==> src/rtl/dma4_pkg.sv <==
// package for the four-channel dma controller: register map, fields, states, types
// assumes a single 50 MHz clock domain and an apb register port
package dma4_pkg;
  localparam int          NumCh        = 4;
  localparam int          CountW       = 14;  // largest block 16,384 bytes; count-1 fits in 14 bits
  localparam int          MarkPeriod   = 128;
  localparam logic [7:0]  ChAddrBase   = 8'h00; // channel n address at base + 8*n
  localparam logic [7:0]  ChCountBase  = 8'h04; // channel n count/type at base + 8*n
  localparam logic [7:0]  ChStride     = 8'h08;
  localparam logic [7:0]  ModeOff      = 8'h20;
  localparam logic [7:0]  StatusOff    = 8'h24;
  localparam int          TypeLsb      = 14;  // count register: [13:0] count-1, [15:14] type
  localparam int          ExtWrBit     = 4;   // mode register: [3:0] enables, [4] ext write
  localparam int          BusyBit      = 4;   // status register: [3:0] done flags, [4] busy
  localparam logic [15:0] AddrRst      = 16'h0000;
  localparam logic [15:0] CountRst     = 16'h0000;
  localparam logic [4:0]  ModeRst      = 5'h00;
  localparam logic [6:0]  MarkRst      = 7'h00;

  typedef enum logic [1:0] {
    XferVerify = 2'b00,
    XferWrite  = 2'b01,
    XferRead   = 2'b10
  } xfer_t;

  // gray codes along idle, s0, s1, s2, s3, s4; wait state hangs off s3
  typedef enum logic [2:0] {
    StIdle = 3'b000,
    StS0   = 3'b001,
    StS1   = 3'b011,
    StS2   = 3'b010,
    StS3   = 3'b110,
    StS4   = 3'b111,
    StWait = 3'b100
  } state_t;

  // active-low bus strobes
  typedef struct packed {
    logic memRdN;
    logic memWrN;
    logic ioRdN;
    logic ioWrN;
  } strobes_t;

  localparam strobes_t StrobesIdle = 4'hF;
endpackage : dma4_pkg

==> src/rtl/four_channel_dma_controller.sv <==
// four-channel dma controller: bus hold handshake, priority, address and strobe sequencing
// assumes pins synchronous to clk_sys; channels are programmed over apb
//
// Behaviour
// four channels, each with own cycle count; peripheral told when count completes
// any enabled request raises the one shared hold request line
// several pending requests: fixed priority, only the winner served each cycle
// 16-bit address formed; low byte driven on own address pins
// high address byte put on data bus; outside latch holds it for the cycle
// bus kept and cycles repeated while request stays high, until terminal count
// terminal count output goes high when a channel's count runs out
// read, write and verify transfer types per channel
// verify cycles sequence addresses and acknowledges but raise no strobes
// each channel moves up to 16,384 bytes without processor help
// mark output pulses once every 128 transfer cycles of the channel
// ready sampled in s3 and each wait state; s4 only when ready seen (verify cycles here go to s4 without sampling ready)
// read strobe from s2 until the following s1 or idle state
// extended write spans s2 to s4; normal write spans s3 to s4
// on request enter s0, raise hold, resolve priority until grant returns
// after grant the winning channel's acknowledge is driven low
// without ready at s3, wait states are inserted until it arrives (verify cycles here never wait)
// write type: io read at s2, memory write at s3; read type mirrored
// after reset idle, all outputs inactive, bus released
// address enable high while the controller owns the bus
`timescale 1ns/1ps
module four_channel_dma_controller (
  input  wire logic        clk_sys,
  input  wire logic        resetn,
  // apb slave
  input  wire logic        psel,
  input  wire logic        penable,
  input  wire logic        pwrite,
  input  wire logic [7:0]  paddr,
  input  wire logic [31:0] pwdata,
  output logic             pready,
  output logic [31:0]      prdata,
  output logic             pslverr,
  // system bus side
  output logic             busHoldRequest,
  input  wire logic        busHoldGrant,
  input  wire logic [3:0]  channelRequestIn,
  output logic [3:0]       channelAcknowledgeOutN,
  input  wire logic        ready,
  output logic [7:0]       addrLow,
  output logic             addrOe,
  output logic [7:0]       dataOut,
  output logic             dataOe,
  output logic             upperAddressStrobe,
  output logic             addressEnableOut,
  output logic             memoryReadStrobeN,
  output logic             memoryWriteStrobeN,
  output logic             ioReadStrobeN,
  output logic             ioWriteStrobeN,
  output logic             strobeOe,
  output logic             terminalCountFlag,
  output logic             markOut
);

  ////////////////////////////////////////////////////////////////////////////////
  // state

  logic [15:0]          chAddr_r  [dma4_pkg::NumCh];
  logic [15:0]          chAddr_nxt[dma4_pkg::NumCh];
  logic [15:0]          chCount_r  [dma4_pkg::NumCh];
  logic [15:0]          chCount_nxt[dma4_pkg::NumCh];
  logic [6:0]           chMark_r  [dma4_pkg::NumCh];
  logic [6:0]           chMark_nxt[dma4_pkg::NumCh];
  logic [4:0]           mode_r, mode_nxt;
  logic [3:0]           doneFlags_r, doneFlags_nxt;
  dma4_pkg::state_t     state_r, state_nxt;
  logic [1:0]           chan_r, chan_nxt;
  logic                 lastCycle_r, lastCycle_nxt;
  logic                 pready_r, pready_nxt;
  logic [31:0]          prdata_r, prdata_nxt;
  logic                 pslverr_r, pslverr_nxt;
  dma4_pkg::strobes_t   strobes_r, strobes_nxt;
  logic                 hold_r, hold_nxt;
  logic [3:0]           ackN_r, ackN_nxt;
  logic [7:0]           addrLow_r, addrLow_nxt;
  logic                 busOwn_r, busOwn_nxt;
  logic [7:0]           dataOut_r, dataOut_nxt;
  logic                 dataOe_r, dataOe_nxt;
  logic                 upperStb_r, upperStb_nxt;
  logic                 countEnd_r, countEnd_nxt;
  logic                 mark_r, mark_nxt;

  logic [3:0]           pending;
  logic                 anyPending;
  logic [1:0]           winner;
  logic [2:0]           regIdx;
  logic                 chSel;
  logic                 mapped;
  logic [31:0]          rdVal;
  dma4_pkg::xfer_t      curType;
  logic                 extWr;

  ////////////////////////////////////////////////////////////////////////////////
  // next-state logic

  always_comb begin
    for (int i = 0; i < dma4_pkg::NumCh; i++) begin
      chAddr_nxt[i]  = chAddr_r[i];
      chCount_nxt[i] = chCount_r[i];
      chMark_nxt[i]  = chMark_r[i];
    end
    mode_nxt      = mode_r;
    doneFlags_nxt = doneFlags_r;
    state_nxt     = state_r;
    chan_nxt      = chan_r;
    lastCycle_nxt = lastCycle_r;
    pready_nxt    = 1'b0;
    prdata_nxt    = prdata_r;
    pslverr_nxt   = 1'b0;
    curType       = dma4_pkg::xfer_t'(chCount_r[chan_r][dma4_pkg::TypeLsb +: 2]);
    extWr         = mode_r[dma4_pkg::ExtWrBit];

    // disabled channels never reach the hold logic
    pending    = channelRequestIn & mode_r[3:0];
    anyPending = |pending;
    winner     = 2'd0;
    for (int i = dma4_pkg::NumCh - 1; i >= 0; i--) begin
      if (pending[i]) begin
        winner = 2'(i);
      end
    end

    // apb: answer on the second access cycle so prdata can come from a flop
    regIdx = 3'(paddr[4:3]);
    chSel  = (paddr < dma4_pkg::ModeOff) && (paddr[1:0] == 2'b00);
    mapped = chSel || paddr == dma4_pkg::ModeOff || paddr == dma4_pkg::StatusOff;
    rdVal  = 32'h0000_0000;
    if (chSel && !paddr[2]) begin
      rdVal = {16'h0000, chAddr_r[regIdx[1:0]]};
    end else if (chSel) begin
      rdVal = {16'h0000, chCount_r[regIdx[1:0]]};
    end else if (paddr == dma4_pkg::ModeOff) begin
      rdVal = {27'h0000000, mode_r};
    end else if (paddr == dma4_pkg::StatusOff) begin
      rdVal = {27'h0000000, busOwn_r || hold_r, doneFlags_r};
    end
    if (psel && penable && !pready_r) begin
      pready_nxt  = 1'b1;
      pslverr_nxt = !mapped;
      prdata_nxt  = pwrite ? 32'h0000_0000 : rdVal;
    end
    if (psel && penable && pready_r && pwrite && mapped) begin
      if (chSel && !paddr[2]) begin
        chAddr_nxt[regIdx[1:0]] = pwdata[15:0];
      end else if (chSel) begin
        chCount_nxt[regIdx[1:0]] = pwdata[15:0];
        chMark_nxt[regIdx[1:0]]  = dma4_pkg::MarkRst;
      end else if (paddr == dma4_pkg::ModeOff) begin
        mode_nxt = pwdata[4:0];
      end else begin
        doneFlags_nxt = doneFlags_r & ~pwdata[3:0];
      end
    end

    // transfer sequencer
    case (state_r)
      dma4_pkg::StIdle: begin
        if (anyPending) begin
          state_nxt = dma4_pkg::StS0;
        end
      end
      dma4_pkg::StS0: begin
        chan_nxt = winner;
        if (!anyPending) begin
          state_nxt = dma4_pkg::StIdle;
        end else if (busHoldGrant) begin
          state_nxt = dma4_pkg::StS1;
        end
      end
      dma4_pkg::StS1: begin
        state_nxt     = dma4_pkg::StS2;
        lastCycle_nxt = chCount_r[chan_r][dma4_pkg::CountW-1:0] == 14'h0000;
      end
      dma4_pkg::StS2: begin
        state_nxt = dma4_pkg::StS3;
      end
      dma4_pkg::StS3, dma4_pkg::StWait: begin
        // verify cycles move no data, so they never wait
        if (ready || curType == dma4_pkg::XferVerify) begin
          state_nxt = dma4_pkg::StS4;
        end else begin
          state_nxt = dma4_pkg::StWait;
        end
      end
      dma4_pkg::StS4: begin
        chAddr_nxt[chan_r] = chAddr_r[chan_r] + 16'h0001;
        chMark_nxt[chan_r] = chMark_r[chan_r] + 7'h01;
        if (lastCycle_r) begin
          // the exhausted channel is disabled so it cannot restart on its own
          mode_nxt[chan_r]      = 1'b0;
          doneFlags_nxt[chan_r] = 1'b1;
        end else begin
          chCount_nxt[chan_r][dma4_pkg::CountW-1:0] =
            chCount_r[chan_r][dma4_pkg::CountW-1:0] - 14'h0001;
        end
        if (busHoldGrant && (pending & ~(lastCycle_r ? (4'h1 << chan_r) : 4'h0)) != 4'h0) begin
          // keep the bus while any request stays up; after a last cycle only if another channel's request wins; the winner is chosen afresh
          state_nxt = dma4_pkg::StS1;
          chan_nxt  = winner;
          if (lastCycle_r && winner == chan_r) begin
            state_nxt = dma4_pkg::StIdle;
          end
        end else begin
          state_nxt = dma4_pkg::StIdle;
        end
      end
      default: begin
        state_nxt = dma4_pkg::StIdle;
      end
    endcase

    // pins are derived from the next state so that each flop matches its state
    hold_nxt    = state_nxt != dma4_pkg::StIdle;
    busOwn_nxt  = state_nxt != dma4_pkg::StIdle && state_nxt != dma4_pkg::StS0;
    ackN_nxt    = 4'hF;
    addrLow_nxt = addrLow_r;
    dataOut_nxt = dataOut_r;
    dataOe_nxt  = 1'b0;
    upperStb_nxt = 1'b0;
    strobes_nxt = dma4_pkg::StrobesIdle;
    countEnd_nxt = 1'b0;
    mark_nxt    = 1'b0;
    if (busOwn_nxt) begin
      ackN_nxt[chan_nxt] = 1'b0;
      addrLow_nxt        = chAddr_nxt[chan_nxt][7:0];
    end
    if (state_nxt == dma4_pkg::StS1) begin
      dataOut_nxt = chAddr_nxt[chan_nxt][15:8];
      dataOe_nxt  = 1'b1;
      upperStb_nxt = 1'b1;
    end
    if (state_nxt == dma4_pkg::StS3 || state_nxt == dma4_pkg::StWait ||
        state_nxt == dma4_pkg::StS4) begin
      countEnd_nxt = lastCycle_nxt;
      mark_nxt  = chMark_r[chan_r] == 7'(dma4_pkg::MarkPeriod - 1);
    end
    if (busOwn_nxt && state_nxt != dma4_pkg::StS1) begin
      // read class from s2; write class from s3, or s2 when extended
      case (curType)
        dma4_pkg::XferWrite: begin
          strobes_nxt.ioRdN  = 1'b0;
          strobes_nxt.memWrN = !(state_nxt != dma4_pkg::StS2 || extWr);
        end
        dma4_pkg::XferRead: begin
          strobes_nxt.memRdN = 1'b0;
          strobes_nxt.ioWrN  = !(state_nxt != dma4_pkg::StS2 || extWr);
        end
        default: begin
          strobes_nxt = dma4_pkg::StrobesIdle;
        end
      endcase
    end
  end

  ////////////////////////////////////////////////////////////////////////////////
  // registers

  for (genvar g = 0; g < dma4_pkg::NumCh; g++) begin : gChan
    always_ff @(posedge clk_sys) begin
      if (!resetn) begin
        chAddr_r[g]  <= dma4_pkg::AddrRst;
        chCount_r[g] <= dma4_pkg::CountRst;
        chMark_r[g]  <= dma4_pkg::MarkRst;
      end else begin
        chAddr_r[g]  <= chAddr_nxt[g];
        chCount_r[g] <= chCount_nxt[g];
        chMark_r[g]  <= chMark_nxt[g];
      end
    end
  end

  always_ff @(posedge clk_sys) begin
    if (!resetn) begin

      mode_r      <= dma4_pkg::ModeRst;
      doneFlags_r <= 4'h0;
      state_r     <= dma4_pkg::StIdle;
      chan_r      <= 2'd0;
      lastCycle_r <= 1'b0;
      pready_r    <= 1'b0;
      prdata_r    <= 32'h0000_0000;
      pslverr_r   <= 1'b0;
      strobes_r   <= dma4_pkg::StrobesIdle;
      hold_r      <= 1'b0;
      ackN_r      <= 4'hF;
      addrLow_r   <= 8'h00;
      busOwn_r    <= 1'b0;
      dataOut_r   <= 8'h00;
      dataOe_r    <= 1'b0;
      upperStb_r  <= 1'b0;
      countEnd_r  <= 1'b0;
      mark_r      <= 1'b0;
    end else begin
      mode_r      <= mode_nxt;
      doneFlags_r <= doneFlags_nxt;
      state_r     <= state_nxt;
      chan_r      <= chan_nxt;
      lastCycle_r <= lastCycle_nxt;
      pready_r    <= pready_nxt;
      prdata_r    <= prdata_nxt;
      pslverr_r   <= pslverr_nxt;
      strobes_r   <= strobes_nxt;
      hold_r      <= hold_nxt;
      ackN_r      <= ackN_nxt;
      addrLow_r   <= addrLow_nxt;
      busOwn_r    <= busOwn_nxt;
      dataOut_r   <= dataOut_nxt;
      dataOe_r    <= dataOe_nxt;
      upperStb_r  <= upperStb_nxt;
      countEnd_r  <= countEnd_nxt;
      mark_r      <= mark_nxt;
    end
  end

  ////////////////////////////////////////////////////////////////////////////////
  // outputs

  assign pready                 = pready_r;
  assign prdata                 = prdata_r;
  assign pslverr                = pslverr_r;
  assign busHoldRequest         = hold_r;
  assign channelAcknowledgeOutN = ackN_r;
  assign addrLow                = addrLow_r;
  assign addrOe                 = busOwn_r;
  assign dataOut                = dataOut_r;
  assign dataOe                 = dataOe_r;
  assign upperAddressStrobe     = upperStb_r;
  assign addressEnableOut       = busOwn_r;
  assign memoryReadStrobeN      = strobes_r.memRdN;
  assign memoryWriteStrobeN     = strobes_r.memWrN;
  assign ioReadStrobeN          = strobes_r.ioRdN;
  assign ioWriteStrobeN         = strobes_r.ioWrN;
  assign strobeOe               = busOwn_r;
  assign terminalCountFlag      = countEnd_r;
  assign markOut                = mark_r;
endmodule : four_channel_dma_controller

==> config.mk <==
export PLATFORM = sky130hd
export DESIGN_NAME = four_channel_dma_controller
export DESIGN_NICKNAME = d
export VERILOG_FILES = /design/src/rtl/dma4_pkg.sv /design/src/rtl/four_channel_dma_controller.sv
export SDC_FILE = /design/constraint.sdc
export NUM_CORES = 1
export LEC_CHECK = 0
export BUFFER_PORTS_ARGS = -buffer_cell sky130_fd_sc_hd__clkbuf_2
export CELL_PAD_IN_SITES_DETAIL_PLACEMENT = 1
export CELL_PAD_IN_SITES_GLOBAL_PLACEMENT = 2
export CORE_MARGIN = 2
export CORE_UTILIZATION = 37
export DETAILED_ROUTE_END_ITERATION = 8
export PLACE_DENSITY_LB_ADDON = 0.05
export SYNTH_ARGS = -nofsm -noshare
export SYNTH_HDL_FRONTEND = slang
export SYNTH_SLANG_ARGS = --single-unit
export TNS_END_PERCENT = 30
==> constraint.sdc <==
create_clock -name clk_sys -period 3.4 [get_ports clk_sys]
set_input_delay 0.17 -clock clk_sys [delete_from_list [all_inputs] [get_ports clk_sys]]
set_output_delay 0.17 -clock clk_sys [all_outputs]
set_load 0.05 [all_outputs]
==> metrics.csv <==
metric,value,unit
outcome,finished clean,
crit_required,3840,ps
synth_edf_count,0,
start_util,37.2,%
fp.coreArea,33300,sq um
min_period,2970,ps
async_flop_share,0,%
fillCellCount,3908,
finClkSkew,9.88,ps
io_buffers,84,
grtUsageMet3,3.41,%
synth_cell_types,62,
hold_viol_final,0,
drt-total-wl,47.6,mm
n_antenna_cell,0,
grt_util_met2,45.0,%
path_cells,"mux4_2, or4_4, nor3_1, nand2_1, xnor2_2, nor2_1, a211oi_1",
num_vias,11200,
p_leak,5.85,nW
grt_max_degree,67,
syn_to_final_growth,14.0,%
cts_inserted_buffers,27,
overflow,0,
die_y,187,microns
grt_pass1_wl,71.9,mm
dp_slack,230,ps
cts-htree-levels,1,
vdd_drop_max,0.319,mV
cts_tree,built,
grt.total_usage,27.0,%
critPathCaptureType,register,
wire_per_inst,24.8,microns
drc,0,
final_common_cell,dfxtp_1,
dieArea,35000,sq um
firstDrtPassIters,5,
place.gp.congestion,0.821,
clk_path_buf_depth,3,
synth_flop_cell,dfxtp_1,
fp.dieW,187,microns
fin_ws,428,ps
setup_viol,0,
grt_pass1_vias,11400,
syn_area,12400,sq um
clk-insertion-delay-late,540,ps
ios,117,
max_stage_delay,650,ps
rsz0062_at_grt,no,
finalCritPeriodShare,87.4,%
crit_type,reg -> reg,
rows,67,
slew_viol_final,0,
max_freq,0.337,GHz
clk_pin_slew_worst_paths,60,ps
drive_gt1_share,20.0,%
fin_setup_tns,0,ps
drt-vias-per-instance,5.81,
drtIter0Drc,702,
powerDensity,405,nW/um^2
grtUsageMet1,36.9,%
root_buffer,clkbuf_16,
synth-seq-cells,218,
netlist_instances,1396,
final_antenna_net_count,0,
yosys_warnings,0,
yosysSeqAreaShare,35.2,%
nets,1509,
slowest_stage,dfxtp_4,
hpwl,32.1,mm
cp.arrival,3410,ps
hold_class,in -> reg,
antenna_found_initial,0,
cp_max_fo,16,
final_cell_mix,"216 x dfxtp_1, 194 x nor2_1, 155 x nand2_1, 83 x clkbuf_2, 77 x mux2i_1",
syn_area_per_cell,8.88,sq um
worst_setup_path_start_kind,register,
maxSlewHeadroom,29.8,%
tightest_slew,1050,ps
maxCapViolations,0,
clkSinkCount,218,
grt-busiest-layer,met2,
==> metrics by stage <==
step / total power [mW] / util, % / hold WS, ps / std cells / instance area (sq um)
2_1_floorplan: 2.91 / - / 310 / 1411 / 12400
3_3_place_gp: 3.04 / 39.8 / 457 / 1869 / 13300
3_5_place_dp: 3.04 / 39.8 / 459 / 1869 / 13300
4_1_cts: 5.78 / 42.4 / 35.2 / 1919 / 14100
5_1_grt: 5.91 / 42.4 / 69.2 / 1920 / 14100
6_report: 5.73 / 42.4 / 66.2 / 1920 / 14100
==> per-layer routing <==
layer,routed length (microns),vias up
li1,-,5156
met1,22100,5632
met2,22100,295
met3,2230,78
met4,1290,0
met5,0,-
==> power breakdown <==
| part | internal [mW] | switching, mW | total [mW] | leakage [nW] |
|---|---|---|---|---|
| combinational | 0.0834 | 0.315 | 0.398 | 3.70 |
| sequential | 2.58 | 0.0153 | 2.59 | 1.76 |
| clock | 1.58 | 1.15 | 2.74 | 0.401 |
==> path summary, 6_finish.rpt <==
kind                       start          endpoint  slack, ps  depth (start not counted)
hold reg to reg   chMark_r[0][1]    chMark_r[0][1]        470                          2
hold / removal        pwdata[15]          register         70                          3
setup reg to reg       chan_r[0]  chCount_r[2][12]        430                          7
setup / recovery       chan_r[0]  chCount_r[2][12]        430                          7
==> worst max-delay path, delay by kind of cell (launching register included) <==
kind | cells | cell delay [ps]
and+or+nand+nor | 4 | 1050
muxes | 1 | 630
DFF | 1 | 650
AOI/OAI and AO/OA | 1 | 280
xor gates and xnor gates | 1 | 250
==> logic make-up (layout without fill, tap and decap cells) <==
group                      count (synthesis)  count (layout)  synth area share, %
and+or+nand+nor                          545             545                 20.4
AOI/OAI and AO/OA                        286             286                 15.4
DFF                                      218             218                 35.2
muxes                                    168             168                 20.9
buffers and inverters                    145             206                 5.45
xor gates and xnor gates                  30              30                 2.30
adders and majority gates                  3               3                0.303
other                                      1              16               0.0303
==> layout make-up <==
type,count,area (sq um),share of cell area [%]
flip-flops and latches,218,4370,30.9
clock buffers,42,793,5.62
multi-input cells,1048,7420,52.5
inverters,16,61.3,0.434
repair buffers,144,906,6.41
well taps,448,561,3.97
clock inverters,4,20.0,0.142
==> cell usage after synthesis (17+ instances only) <==
cell type	count	share of area [%]
a211oi_1	42	2.5
a21oi_1	62	2.5
a22oi_1	32	1.9
a31oi_1	34	1.7
and2_1	47	2.4
and3_1	33	1.7
buf_2	18	0.73
buf_4	21	1.3
clkbuf_1	76	2.3
dfxtp_1	218	35
mux2_2	19	1.7
mux2i_1	78	6.3
mux4_2	71	13
nand2_1	155	4.7
nand3_1	49	2.0
nor2_1	196	5.9
o21ai_0	54	2.2
xnor2_1	17	1.2
==> what timing repair did <==
| action | in CTS | in global routing |
|---|---|---|
| buffers inserted | 0 | 1 |
| endpoints found under the setup margin | 0 | 4 |
| hold endpoints to repair | 6 | 0 |
| hold buffers | 4 | 0 |
| resized for setup | 0 | 0 |
==> flip-flops by register name (all words and copies together) (netlist names), 2 cells and up, named ones only <==
name,count
prdata,16
addrLow,8
mode_r,5
channelAcknowledgeOutN,4
chAddr_r,64
chMark_r,28
doneFlags_r,4
state_r,3
dataOut,8
chan_r,2
chCount_r,56
Note: power is estimated with default switching activity, not from simulation.
